===== config.mk =====
export PLATFORM = sky130hd
export DESIGN_NAME = lsfs_top
export DESIGN_NICKNAME = d
export VERILOG_FILES = /design/src/verilog/lsfs_pkg.sv /design/src/verilog/lsfs_top.sv
export SDC_FILE = /design/constraint.sdc
export NUM_CORES = 1
export LEC_CHECK = 0
export ABC_AREA = 0
export BUFFER_PORTS_ARGS = -buffer_cell sky130_fd_sc_hd__buf_2
export CAP_MARGIN = 10
export CELL_PAD_IN_SITES_DETAIL_PLACEMENT = 1
export CELL_PAD_IN_SITES_GLOBAL_PLACEMENT = 1
export CORE_ASPECT_RATIO = 0.75
export CORE_UTILIZATION = 49
export CTS_CLUSTER_DIAMETER = 120
export DETAILED_ROUTE_END_ITERATION = 6
export PLACE_DENSITY_LB_ADDON = 0.1
export REMOVE_ABC_BUFFERS = 1
export SKIP_LAST_GASP = 1
export SYNTH_ARGS = -nofsm -noshare
export SYNTH_HDL_FRONTEND = slang
export SYNTH_SLANG_ARGS = --single-unit

===== constraint.sdc =====
create_clock -name MCLK -period 7.15 [get_ports MCLK]
set_input_delay 0.715 -clock MCLK [delete_from_list [all_inputs] [get_ports MCLK]]
set_output_delay 0.715 -clock MCLK [all_outputs]
set_load 0.01 [all_outputs]

===== src/verilog/lsfs_pkg.sv =====
`default_nettype none
package lsfs_pkg;
  // ==========================================================
  // Timing
  localparam int unsigned CLK_PERIOD_NS = 25;
  localparam int unsigned TICK_NS       = 1000000;
  localparam int unsigned TICK_CYC      = TICK_NS / CLK_PERIOD_NS;
  localparam int unsigned OFF_TIME_MS   = 1000;
  localparam int unsigned OFF_TICKS_DEF = OFF_TIME_MS * 1000000 / TICK_NS;
  localparam int unsigned COMP_MV_PER_A = 125;
  localparam int unsigned MA_PER_A      = 1000;
  // ==========================================================
  // Register map
  localparam logic [7:0] ADR_CTRL   = 8'h00;
  localparam logic [7:0] ADR_STATUS = 8'h04;
  localparam logic [7:0] ADR_IRQ_ST = 8'h08;
  localparam logic [7:0] ADR_IRQ_CL = 8'h0c;
  localparam logic [7:0] ADR_IRQ_EN = 8'h10;
  localparam logic [7:0] ADR_RETRY  = 8'h14;
  localparam logic [2:0] CTRL_RST   = 3'h7;
  localparam int unsigned NCAUSE = 5;
  localparam int unsigned NEV    = 6;
  localparam int unsigned C_OC   = 0;
  localparam int unsigned C_SUP  = 1;
  localparam int unsigned C_OT   = 2;
  localparam int unsigned C_CC   = 3;
  localparam int unsigned C_DAT  = 4;
  localparam int unsigned EV_RST = 5;
  // ==========================================================
  // Types
  typedef enum logic [1:0] {ST_IDLE, ST_ON, ST_FAULT} lsfs_state_t;
  typedef struct packed {
    logic comp_en;
    logic rp_en;
    logic enable;
  } lsfs_ctrl_t;
  typedef struct packed {
    logic attached;
    logic data_below_lo;
    logic data_above_hi;
    logic cc_below_lo;
    logic cc_above_hi;
    logic temp_cool;
    logic temp_hot;
    logic supply_above_hi;
    logic supply_above_lo;
    logic over_current_fault;
  } lsfs_flags_t;
endpackage
`default_nettype wire


===== src/verilog/lsfs_top.sv =====
`timescale 1ns/1ps
`default_nettype none
module lsfs_top #(
  parameter int unsigned PRESCALE  = lsfs_pkg::TICK_CYC,
  parameter int unsigned OFF_TICKS = lsfs_pkg::OFF_TICKS_DEF
) (
  input  wire logic                  MCLK,
  input  wire logic                  SYS_RST,
  input  wire lsfs_pkg::lsfs_flags_t FLAGS,
  input  wire logic [11:0]           IOUT_MA,
  input  wire logic [15:0]           VBASE_MV,
  input  wire logic [7:0]            ADDR,
  input  wire logic [31:0]           WDATA,
  input  wire logic                  WR,
  input  wire logic                  RD,
  output logic [31:0]                RDATA,
  output logic                       SWITCH_EN,
  output logic                       RP_EN,
  output logic                       HANDSHAKE_RESTART,
  output logic [15:0]                VOUT_TARGET_MV,
  output logic                       IRQ
);
  import lsfs_pkg::*;

  localparam int PW = $clog2(PRESCALE + 1);
  localparam int TW = $clog2(OFF_TICKS + 1);

  if (PRESCALE < 2 || OFF_TICKS < 1) begin : g_chk
    $error("lsfs_top: PRESCALE must be >= 2 and OFF_TICKS >= 1");
  end

  // ==========================================================
  // Flag synchronisers
  lsfs_flags_t meta_r;
  lsfs_flags_t f;

  always_ff @(posedge MCLK or posedge SYS_RST) begin
    if (SYS_RST) begin
      meta_r <= '0;
      f      <= '0;
    end else begin
      meta_r <= FLAGS;
      f      <= meta_r;
    end
  end

  // ==========================================================
  // Millisecond timebase and off timer
  logic [PW-1:0] presc_r;
  logic [TW-1:0] tmr_r;
  logic          tmr_clr;
  wire           ms_tick  = (presc_r == PW'(PRESCALE - 1));
  wire           tmr_done = (tmr_r == TW'(OFF_TICKS));

  always_ff @(posedge MCLK or posedge SYS_RST) begin
    if (SYS_RST) begin
      presc_r <= '0;
      tmr_r   <= '0;
    end else if (tmr_clr) begin
      presc_r <= '0;
      tmr_r   <= '0;
    end else begin
      presc_r <= ms_tick ? '0 : presc_r + 1'b1;
      if (ms_tick && !tmr_done)
        tmr_r <= tmr_r + 1'b1;
    end
  end

  // ==========================================================
  // Supervisor state machine
  lsfs_state_t       st_r, st_nxt;
  logic [NCAUSE-1:0] cause_r, cause_nxt;
  logic              pend_r, pend_nxt;
  logic              restart_nxt;
  logic [15:0]       retry_r;
  lsfs_ctrl_t        ctrl_r;

  wire [NCAUSE-1:0] trip = {f.data_above_hi, f.cc_above_hi, f.temp_hot,
                            f.supply_above_hi, f.over_current_fault};
  wire [NCAUSE-1:0] late = {f.data_above_hi, f.cc_above_hi, f.temp_hot, 2'b00};
  wire hold_ot  = cause_r[C_OT] && !f.temp_cool;
  wire hold_cc  = cause_r[C_CC] && !f.cc_below_lo;
  wire hold_dat = cause_r[C_DAT] && !f.data_below_lo;
  wire hold_sup = cause_r[C_SUP] && f.supply_above_hi;
  wire all_clear = !(hold_ot || hold_cc || hold_dat || hold_sup);
  wire oc_only   = (cause_r == NCAUSE'(1 << C_OC));

  always_comb begin
    st_nxt      = st_r;
    cause_nxt   = cause_r;
    pend_nxt    = pend_r;
    restart_nxt = 1'b0;
    tmr_clr     = 1'b0;
    case (st_r)
      ST_IDLE: begin
        // Only the low supply threshold applies before switch-on
        if (ctrl_r.enable && f.attached && !f.supply_above_lo)
          st_nxt = ST_ON;
      end
      ST_ON: begin
        if (|trip) begin
          st_nxt    = ST_FAULT;
          cause_nxt = trip;
          pend_nxt  = 1'b0;
          tmr_clr   = 1'b1;
        end else if (!f.attached || !ctrl_r.enable) begin
          st_nxt   = ST_IDLE;
          pend_nxt = 1'b0;
        end else if (pend_r && ms_tick) begin
          pend_nxt    = 1'b0;
          restart_nxt = 1'b1;
        end
      end
      ST_FAULT: begin
        cause_nxt = cause_r | late;
        if (tmr_done) begin
          if (!all_clear) begin
            tmr_clr = 1'b1;
          end else if (oc_only) begin
            st_nxt   = ST_ON;
            pend_nxt = 1'b1;
          end else begin
            st_nxt      = ST_IDLE;
            restart_nxt = 1'b1;
          end
        end
      end
      default: st_nxt = ST_IDLE;
    endcase
  end

  always_ff @(posedge MCLK or posedge SYS_RST) begin
    if (SYS_RST) begin
      st_r              <= ST_IDLE;
      cause_r           <= '0;
      pend_r            <= 1'b0;
      HANDSHAKE_RESTART <= 1'b0;
    end else begin
      st_r              <= st_nxt;
      cause_r           <= cause_nxt;
      pend_r            <= pend_nxt;
      HANDSHAKE_RESTART <= restart_nxt;
    end
  end

  assign SWITCH_EN = (st_r == ST_ON);
  // Pull-ups are forced on while protection holds the switch off
  assign RP_EN = ctrl_r.rp_en || (st_r == ST_FAULT);

  // ==========================================================
  // Cable drop compensation
  wire [19:0] comp_prod = IOUT_MA * 8'(COMP_MV_PER_A);
  wire [15:0] comp_mv   = 16'(comp_prod / 20'(MA_PER_A));

  always_ff @(posedge MCLK or posedge SYS_RST) begin
    if (SYS_RST)
      VOUT_TARGET_MV <= '0;
    else
      VOUT_TARGET_MV <= VBASE_MV + (ctrl_r.comp_en ? comp_mv : 16'h0000);
  end

  // ==========================================================
  // Register file and interrupts
  logic [NEV-1:0] irq_st_r, irq_en_r;
  wire  wr_ctrl = WR && (ADDR == ADR_CTRL);
  wire  wr_clr  = WR && (ADDR == ADR_IRQ_CL);
  wire  wr_en   = WR && (ADDR == ADR_IRQ_EN);
  wire  wr_rtry = WR && (ADDR == ADR_RETRY);
  wire  [NEV-1:0] ev = {restart_nxt, (st_r == ST_ON) ? trip : 5'h00};
  wire  [NEV-1:0] clr_mask = wr_clr ? WDATA[NEV-1:0] : '0;
  wire  retry_ev = (st_r == ST_FAULT) && tmr_done;
  wire  [31:0] status_w = {23'h0, cause_r, pend_r, SWITCH_EN, st_r};
  wire  [31:0] rd_mux =
      (ADDR == ADR_CTRL)   ? {29'h0, ctrl_r} :
      (ADDR == ADR_STATUS) ? status_w :
      (ADDR == ADR_IRQ_ST) ? {26'h0, irq_st_r} :
      (ADDR == ADR_IRQ_EN) ? {26'h0, irq_en_r} :
      (ADDR == ADR_RETRY)  ? {16'h0, retry_r} : 32'h0000_0000;

  always_ff @(posedge MCLK or posedge SYS_RST) begin
    if (SYS_RST) begin
      ctrl_r   <= CTRL_RST;
      irq_st_r <= '0;
      irq_en_r <= '0;
      retry_r  <= '0;
      RDATA    <= '0;
    end else begin
      if (wr_ctrl)
        ctrl_r <= lsfs_ctrl_t'(WDATA[2:0]);
      if (wr_en)
        irq_en_r <= WDATA[NEV-1:0];
      // Set wins over a clear arriving in the same cycle
      irq_st_r <= (irq_st_r & ~clr_mask) | ev;
      if (retry_ev)
        retry_r <= retry_r + 1'b1;
      else if (wr_rtry)
        retry_r <= '0;
      RDATA <= RD ? rd_mux : '0;
    end
  end

  assign IRQ = |(irq_st_r & irq_en_r);

  // Length of the current off spell; saturates so a stuck fault cannot wrap it
  logic [31:0] off_len_r;

  always_ff @(posedge MCLK or posedge SYS_RST) begin
    if (SYS_RST)
      off_len_r <= '0;
    else if (st_r != ST_FAULT)
      off_len_r <= '0;
    else if (!(&off_len_r))
      off_len_r <= off_len_r + 1'b1;
  end
endmodule
`default_nettype wire


==> metrics.txt, run 1 <==
# TYPE chip_impl_metric gauge
chip_impl_metric{name="synth.lib_cells_used.distinct",unit=""} 102
chip_impl_info{name="primary_flip_flop_cell_chosen_by_synthesis_mapping",value="sky130_fd_sc_hd__dfrtp_1"} 1
chip_impl_info{name="post-synth-top-count-cell",value="sky130_fd_sc_hd__dfrtp_1"} 1
chip_impl_metric{name="mappedNetlistArea",unit="um2"} 10300
chip_impl_info{name="netlist_top_cells_area",value="sky130_fd_sc_hd__dfrtp_1 28%, sky130_fd_sc_hd__ha_1 7.9%, sky130_fd_sc_hd__fa_1 7.4%"} 1
chip_impl_metric{name="postCtsHoldBufs",unit=""} 0
chip_impl_metric{name="hpwl",unit="mm"} 29.8
chip_impl_metric{name="place_area",unit="um2"} 12900
chip_impl_metric{name="cts_sinks",unit=""} 118
chip_impl_info{name="synth_common_cells",value="115 x sky130_fd_sc_hd__dfrtp_1, 89 x sky130_fd_sc_hd__nor2_1, 83 x sky130_fd_sc_hd__nand2_1"} 1
chip_impl_info{name="tool.error",value="[ERROR DPL-0033] detailed placement checks failed during check placement."} 1
chip_impl_metric{name="synth_top_area_share",unit="%"} 28.0
chip_impl_metric{name="synth-seq-cells",unit=""} 118
chip_impl_metric{name="cts.repair_timing.setup_buffer_count",unit=""} 60
chip_impl_metric{name="post_cts.resized_instances",unit=""} 183
chip_impl_metric{name="die-height",unit="um"} 127
chip_impl_metric{name="gp_congestion",unit=""} 0.939
chip_impl_metric{name="ys_seq_area_share",unit="%"} 28.8
chip_impl_metric{name="synth.avg_cell_area",unit="um2"} 9.11
chip_impl_metric{name="h-tree-depth",unit=""} 4
chip_impl_metric{name="num_io_pins",unit=""} 134
chip_impl_info{name="root_buffer",value="sky130_fd_sc_hd__clkbuf_16"} 1
chip_impl_metric{name="synthCells",unit=""} 1127
chip_impl_info{name="stop_stage",value="clock tree synthesis"} 1
chip_impl_metric{name="die_w",unit="um"} 169
chip_impl_metric{name="yosys_warnings",unit=""} 0
chip_impl_metric{name="effective_utilization_at_floorplan",unit="%"} 50.4
chip_impl_metric{name="core.rowCount",unit=""} 45
chip_impl_metric{name="number_of_enable_type_register_cells_in_the_synthesized_netlist",unit=""} 0
chip_impl_metric{name="asyncSetResetFlopFracSynth",unit="%"} 100
chip_impl_metric{name="clockBufferDepth",unit=""} 2
chip_impl_metric{name="placement.io_buffers",unit=""} 91
chip_impl_metric{name="num_cts_buffers",unit=""} 17
chip_impl_info{name="area_leader_netlist",value="sky130_fd_sc_hd__dfrtp_1"} 1
chip_impl_info{name="outcome",value="aborted with a tool error"} 1
-- cell families after synthesis --
logic type	share of synthesized area [%]
compound gates	22.1
xor+xnor	6.53
fa+ha+maj	15.8
buf+inv	5.69
flops	28.8
mux	2.74
other cells	0.0365
simple gates	18.3
-- through the flow --
stage                     setup TNS, ns  setup WS, ns  hold slack, ns  instances
after floorplan                  -68.90         -4.99           0.331       1095
after detailed placement         -81.59         -5.90           0.336       1737
after global placement           -71.38         -5.08           0.333       1737
==> run 2: changes to the inputs <==
CELL_PAD_IN_SITES_DETAIL_PLACEMENT = default   (was 1)
CELL_PAD_IN_SITES_GLOBAL_PLACEMENT = default   (was 1)
CORE_ASPECT_RATIO = default   (was 0.75)
CORE_UTILIZATION = 40   (was 49)
CTS_CLUSTER_DIAMETER = default   (was 120)
PLACE_DENSITY_LB_ADDON = 0.15   (was 0.1)
==> metrics.txt, run 2 <==
# TYPE chip_impl_metric gauge
chip_impl_info{name="area_leader_netlist",value="sky130_fd_sc_hd__dfrtp_1"} 1
chip_impl_metric{name="antennaDiodeCount",unit=""} 0
chip_impl_info{name="layout.cells.most_common_list",value="303 x sky130_fd_sc_hd__buf_4, 115 x sky130_fd_sc_hd__dfrtp_1, 89 x sky130_fd_sc_hd__buf_2, 86 x sky130_fd_sc_hd__nor2_1, 78 x sky130_fd_sc_hd__nand2_1"} 1
chip_impl_info{name="critical_path.endpoint_type",value="flop"} 1
chip_impl_metric{name="drv_cap",unit=""} 0
chip_impl_metric{name="total_routing_resource_utilization_after_global_routing",unit="%"} 22.2
chip_impl_metric{name="largest_net_degree_at_the_start_of_global_routing",unit=""} 67
chip_impl_metric{name="setup_total_negative_slack",unit="ns"} -56.05
chip_impl_info{name="critical_path.slowest_cell",value="sky130_fd_sc_hd__or4_4"} 1
chip_impl_metric{name="number_of_search_and_repair_iterations_in_the_first_detailed_routing_pass",unit=""} 5
chip_impl_metric{name="clock_skew",unit="ns"} 0.0110
chip_impl_metric{name="data_arrival_critical_path",unit="ns"} 11.58
chip_impl_info{name="crit_type",value="input pin to flop"} 1
chip_impl_metric{name="maxSlewViolCount",unit=""} 0
chip_impl_metric{name="grt_antenna_before_repair",unit=""} 0
chip_impl_metric{name="synth.avg_cell_area",unit="um2"} 9.11
chip_impl_metric{name="critPathRequiredTime",unit="ns"} 7.49
chip_impl_metric{name="drive_gt1_share",unit="%"} 41.7
chip_impl_info{name="violated_checks",value="negative setup slack"} 1
chip_impl_info{name="rsz0062_at_grt",value="true"} 1
chip_impl_metric{name="yosys.area_share.simple",unit="%"} 18.3
chip_impl_info{name="primary_flip_flop_cell_chosen_by_synthesis_mapping",value="sky130_fd_sc_hd__dfrtp_1"} 1
chip_impl_metric{name="drt_wl_total",unit="mm"} 28.5
chip_impl_info{name="cp_common_cell",value="sky130_fd_sc_hd__buf_4"} 1
chip_impl_info{name="root_buffer",value="sky130_fd_sc_hd__clkbuf_16"} 1
chip_impl_metric{name="insertion_delay",unit="ns"} 0.41
chip_impl_metric{name="synthCells",unit=""} 1127
chip_impl_info{name="synth_common_cells",value="115 x sky130_fd_sc_hd__dfrtp_1, 89 x sky130_fd_sc_hd__nor2_1, 83 x sky130_fd_sc_hd__nand2_1"} 1
chip_impl_metric{name="met3_length",unit="um"} 673
chip_impl_info{name="synth_top_family_by_area",value="compound AO/OA/AOI/OAI gates"} 1
chip_impl_metric{name="fp.coreArea",unit="um2"} 25200
chip_impl_metric{name="cts_sinks",unit=""} 118
chip_impl_metric{name="mappedNetlistArea",unit="um2"} 10300
chip_impl_metric{name="maxSlewHeadroom",unit="%"} 41.0
chip_impl_metric{name="setup_viol",unit=""} 16
chip_impl_metric{name="yosys_warnings",unit=""} 0
chip_impl_metric{name="synth.lib_cells_used.distinct",unit=""} 102
chip_impl_metric{name="detail_route.drc_violations",unit=""} 0
chip_impl_info{name="outcome",value="complete, but fails checks"} 1
chip_impl_info{name="min_path_type",value="flop to flop"} 1
chip_impl_metric{name="synth_top_area_share",unit="%"} 28.0
chip_impl_metric{name="final.setup.worst_slack",unit="ns"} -4.09
chip_impl_metric{name="effective_utilization_at_floorplan",unit="%"} 40.8
chip_impl_metric{name="synth_mux_area_share",unit="%"} 2.74
chip_impl_metric{name="gp_congestion",unit=""} 0.868
chip_impl_metric{name="drt_iter0_markers",unit=""} 434
chip_impl_metric{name="detail-route-antenna-nets",unit=""} 0
chip_impl_metric{name="max_freq",unit="MHz"} 89.0
chip_impl_metric{name="die_w",unit="um"} 162
chip_impl_metric{name="placement.io_buffers",unit=""} 91
chip_impl_metric{name="grt_first_pass_wirelength",unit="mm"} 47.6
chip_impl_metric{name="h-tree-depth",unit=""} 4
chip_impl_info{name="tritoncts",value="built"} 1
chip_impl_metric{name="synth_fa_ha_area_share",unit="%"} 15.8
chip_impl_metric{name="die_area",unit="um2"} 26300
chip_impl_metric{name="min_period",unit="ns"} 11.24
chip_impl_metric{name="detail_route.wl_per_cell",unit="um"} 15.3
chip_impl_metric{name="clockBufferDepth",unit=""} 2
chip_impl_metric{name="core.rowCount",unit=""} 58
chip_impl_metric{name="hold_viol",unit=""} 0
chip_impl_metric{name="grt_pass1_vias",unit=""} 10100
chip_impl_info{name="netlist_top_cells_area",value="sky130_fd_sc_hd__dfrtp_1 28%, sky130_fd_sc_hd__ha_1 7.9%, sky130_fd_sc_hd__fa_1 7.4%"} 1
chip_impl_metric{name="asyncSetResetFlopFracSynth",unit="%"} 100
chip_impl_metric{name="routed-via-count",unit=""} 9860
chip_impl_info{name="startpoint_type",value="input pin"} 1
chip_impl_metric{name="hpwl",unit="mm"} 21.8
chip_impl_info{name="mostFrequentLayoutCell",value="sky130_fd_sc_hd__buf_4"} 1
chip_impl_metric{name="ys_seq_area_share",unit="%"} 28.8
chip_impl_metric{name="met2_wirelength",unit="mm"} 14.9
chip_impl_metric{name="die-height",unit="um"} 162
chip_impl_metric{name="yosys.area_share.xor_xnor",unit="%"} 6.53
chip_impl_metric{name="nNetsFinal",unit=""} 1711
chip_impl_metric{name="synth-compound-area-share",unit="%"} 22.1
chip_impl_metric{name="period_share",unit="%"} 157
chip_impl_info{name="post-synth-top-count-cell",value="sky130_fd_sc_hd__dfrtp_1"} 1
chip_impl_metric{name="fin_util",unit="%"} 59.4
chip_impl_metric{name="num_cts_buffers",unit=""} 17
chip_impl_metric{name="num_io_pins",unit=""} 134
chip_impl_metric{name="postCtsHoldBufs",unit=""} 0
chip_impl_metric{name="globalRoute.totalOverflow",unit=""} 0
chip_impl_metric{name="area_growth_syn_to_layout",unit="%"} 45.5
chip_impl_metric{name="detail_route.wirelength.met1",unit="mm"} 12.1
chip_impl_metric{name="tightestPinTransition",unit="ns"} 0.883
chip_impl_metric{name="critical_path.max_stage_delay",unit="ns"} 0.57
chip_impl_metric{name="clkSlewWorstSetupHoldPaths",unit="ns"} 0.06
chip_impl_info{name="top_layer",value="met4"} 1
chip_impl_metric{name="number_of_enable_type_register_cells_in_the_synthesized_netlist",unit=""} 0
chip_impl_metric{name="drt-vias-per-instance",unit=""} 5.28
chip_impl_metric{name="synth-seq-cells",unit=""} 118
chip_impl_metric{name="maximum_fanout_count_along_the_critical_path",unit=""} 7
run 2: cell counts after synthesis:
No cell type changed its count.
run 2: repair_timing:
action | 4_1_cts | 5_1_grt
pin swaps | 71 | 52
buffers inserted | 42 | 16
cloned | 0 | 0
setup endpoints to repair | 16 | 16
gates resized for setup | 138 | 59
run 2: critical path: cells and delay by family:
family	cells	cell delay [ns]
adder cells (fa/ha/maj)	7	2.58
XOR/XNOR	4	0.67
AO/OA/AOI/OAI	24	3.98
buffers and inverters	10	1.36
multiplexers	2	0.61
AND/OR/NAND/NOR	7	1.66
run 2: cell families after synthesis:
| group | Yosys count |
|---|---|
| AOI/OAI and AO/OA | 303 |
| xor gates and xnor gates | 74 |
| adders and majority gates | 108 |
| buffers and inverters | 129 |
| DFF | 118 |
| muxes | 25 |
| other | 1 |
| and+or+nand+nor | 369 |
run 2: final timing paths:
kind                                      start                            to  slack (ns)  cells past startpoint
min in group asynchronous               SYS_RST          presc_r[0]$_DFF_PP0_        0.39                      2
setup reg to reg           tmr_r[0]$_DFFE_PP0P_          tmr_r[9]$_DFFE_PP0P_        3.63                     11
hold reg to reg             meta_r[6]$_DFF_PP0_                f[6]$_DFF_PP0_        0.35                      0
hold / removal              meta_r[6]$_DFF_PP0_                f[6]$_DFF_PP0_        0.35                      0
max in group asynchronous               SYS_RST            RDATA[2]$_DFF_PP0_        5.51                      3
setup / recovery                     IOUT_MA[2]  VOUT_TARGET_MV[14]$_DFF_PP0_       -4.09                     54
run 2: layer usage:
| metal | global-route usage (%) | vias to the layer above |
|---|---|---|
| met1 | 26.0 | 4770 |
| met4 | 8.66 | 0 |
| met2 | 41.3 | 173 |
| met3 | 2.35 | 55 |
| li1 | - | 4862 |
| met5 | 0 | - |
run 2: layout make-up:
cell class / instances / area, um2
Fill cell: 2166 / 10200
Clock inverter: 13 / 144
Timing Repair Buffer: 412 / 2960
Tap cell: 330 / 413
Clock buffer: 19 / 443
Multi-Input combinational cell: 895 / 7710
Sequential cell: 118 / 2960
Inverter: 82 / 315
run 2: per-stage QoR:
stage          hold slack [ns]  cells  setup WS [ns]  instance area (um2)
2_1_floorplan            0.331   1095          -4.99                10100
6_report                 0.349   1869          -4.09                14900
3_5_place_dp             0.339   1788          -5.10                13000
4_1_cts                  0.348   1859          -3.89                14600
3_3_place_gp             0.333   1788          -4.97                13000
5_1_grt                  0.362   1869          -4.69                14900
Power of run 2 is left out: the tool's default activity adds up to more than one toggle a clock period on the data nets, which glitch-free logic cannot reach.
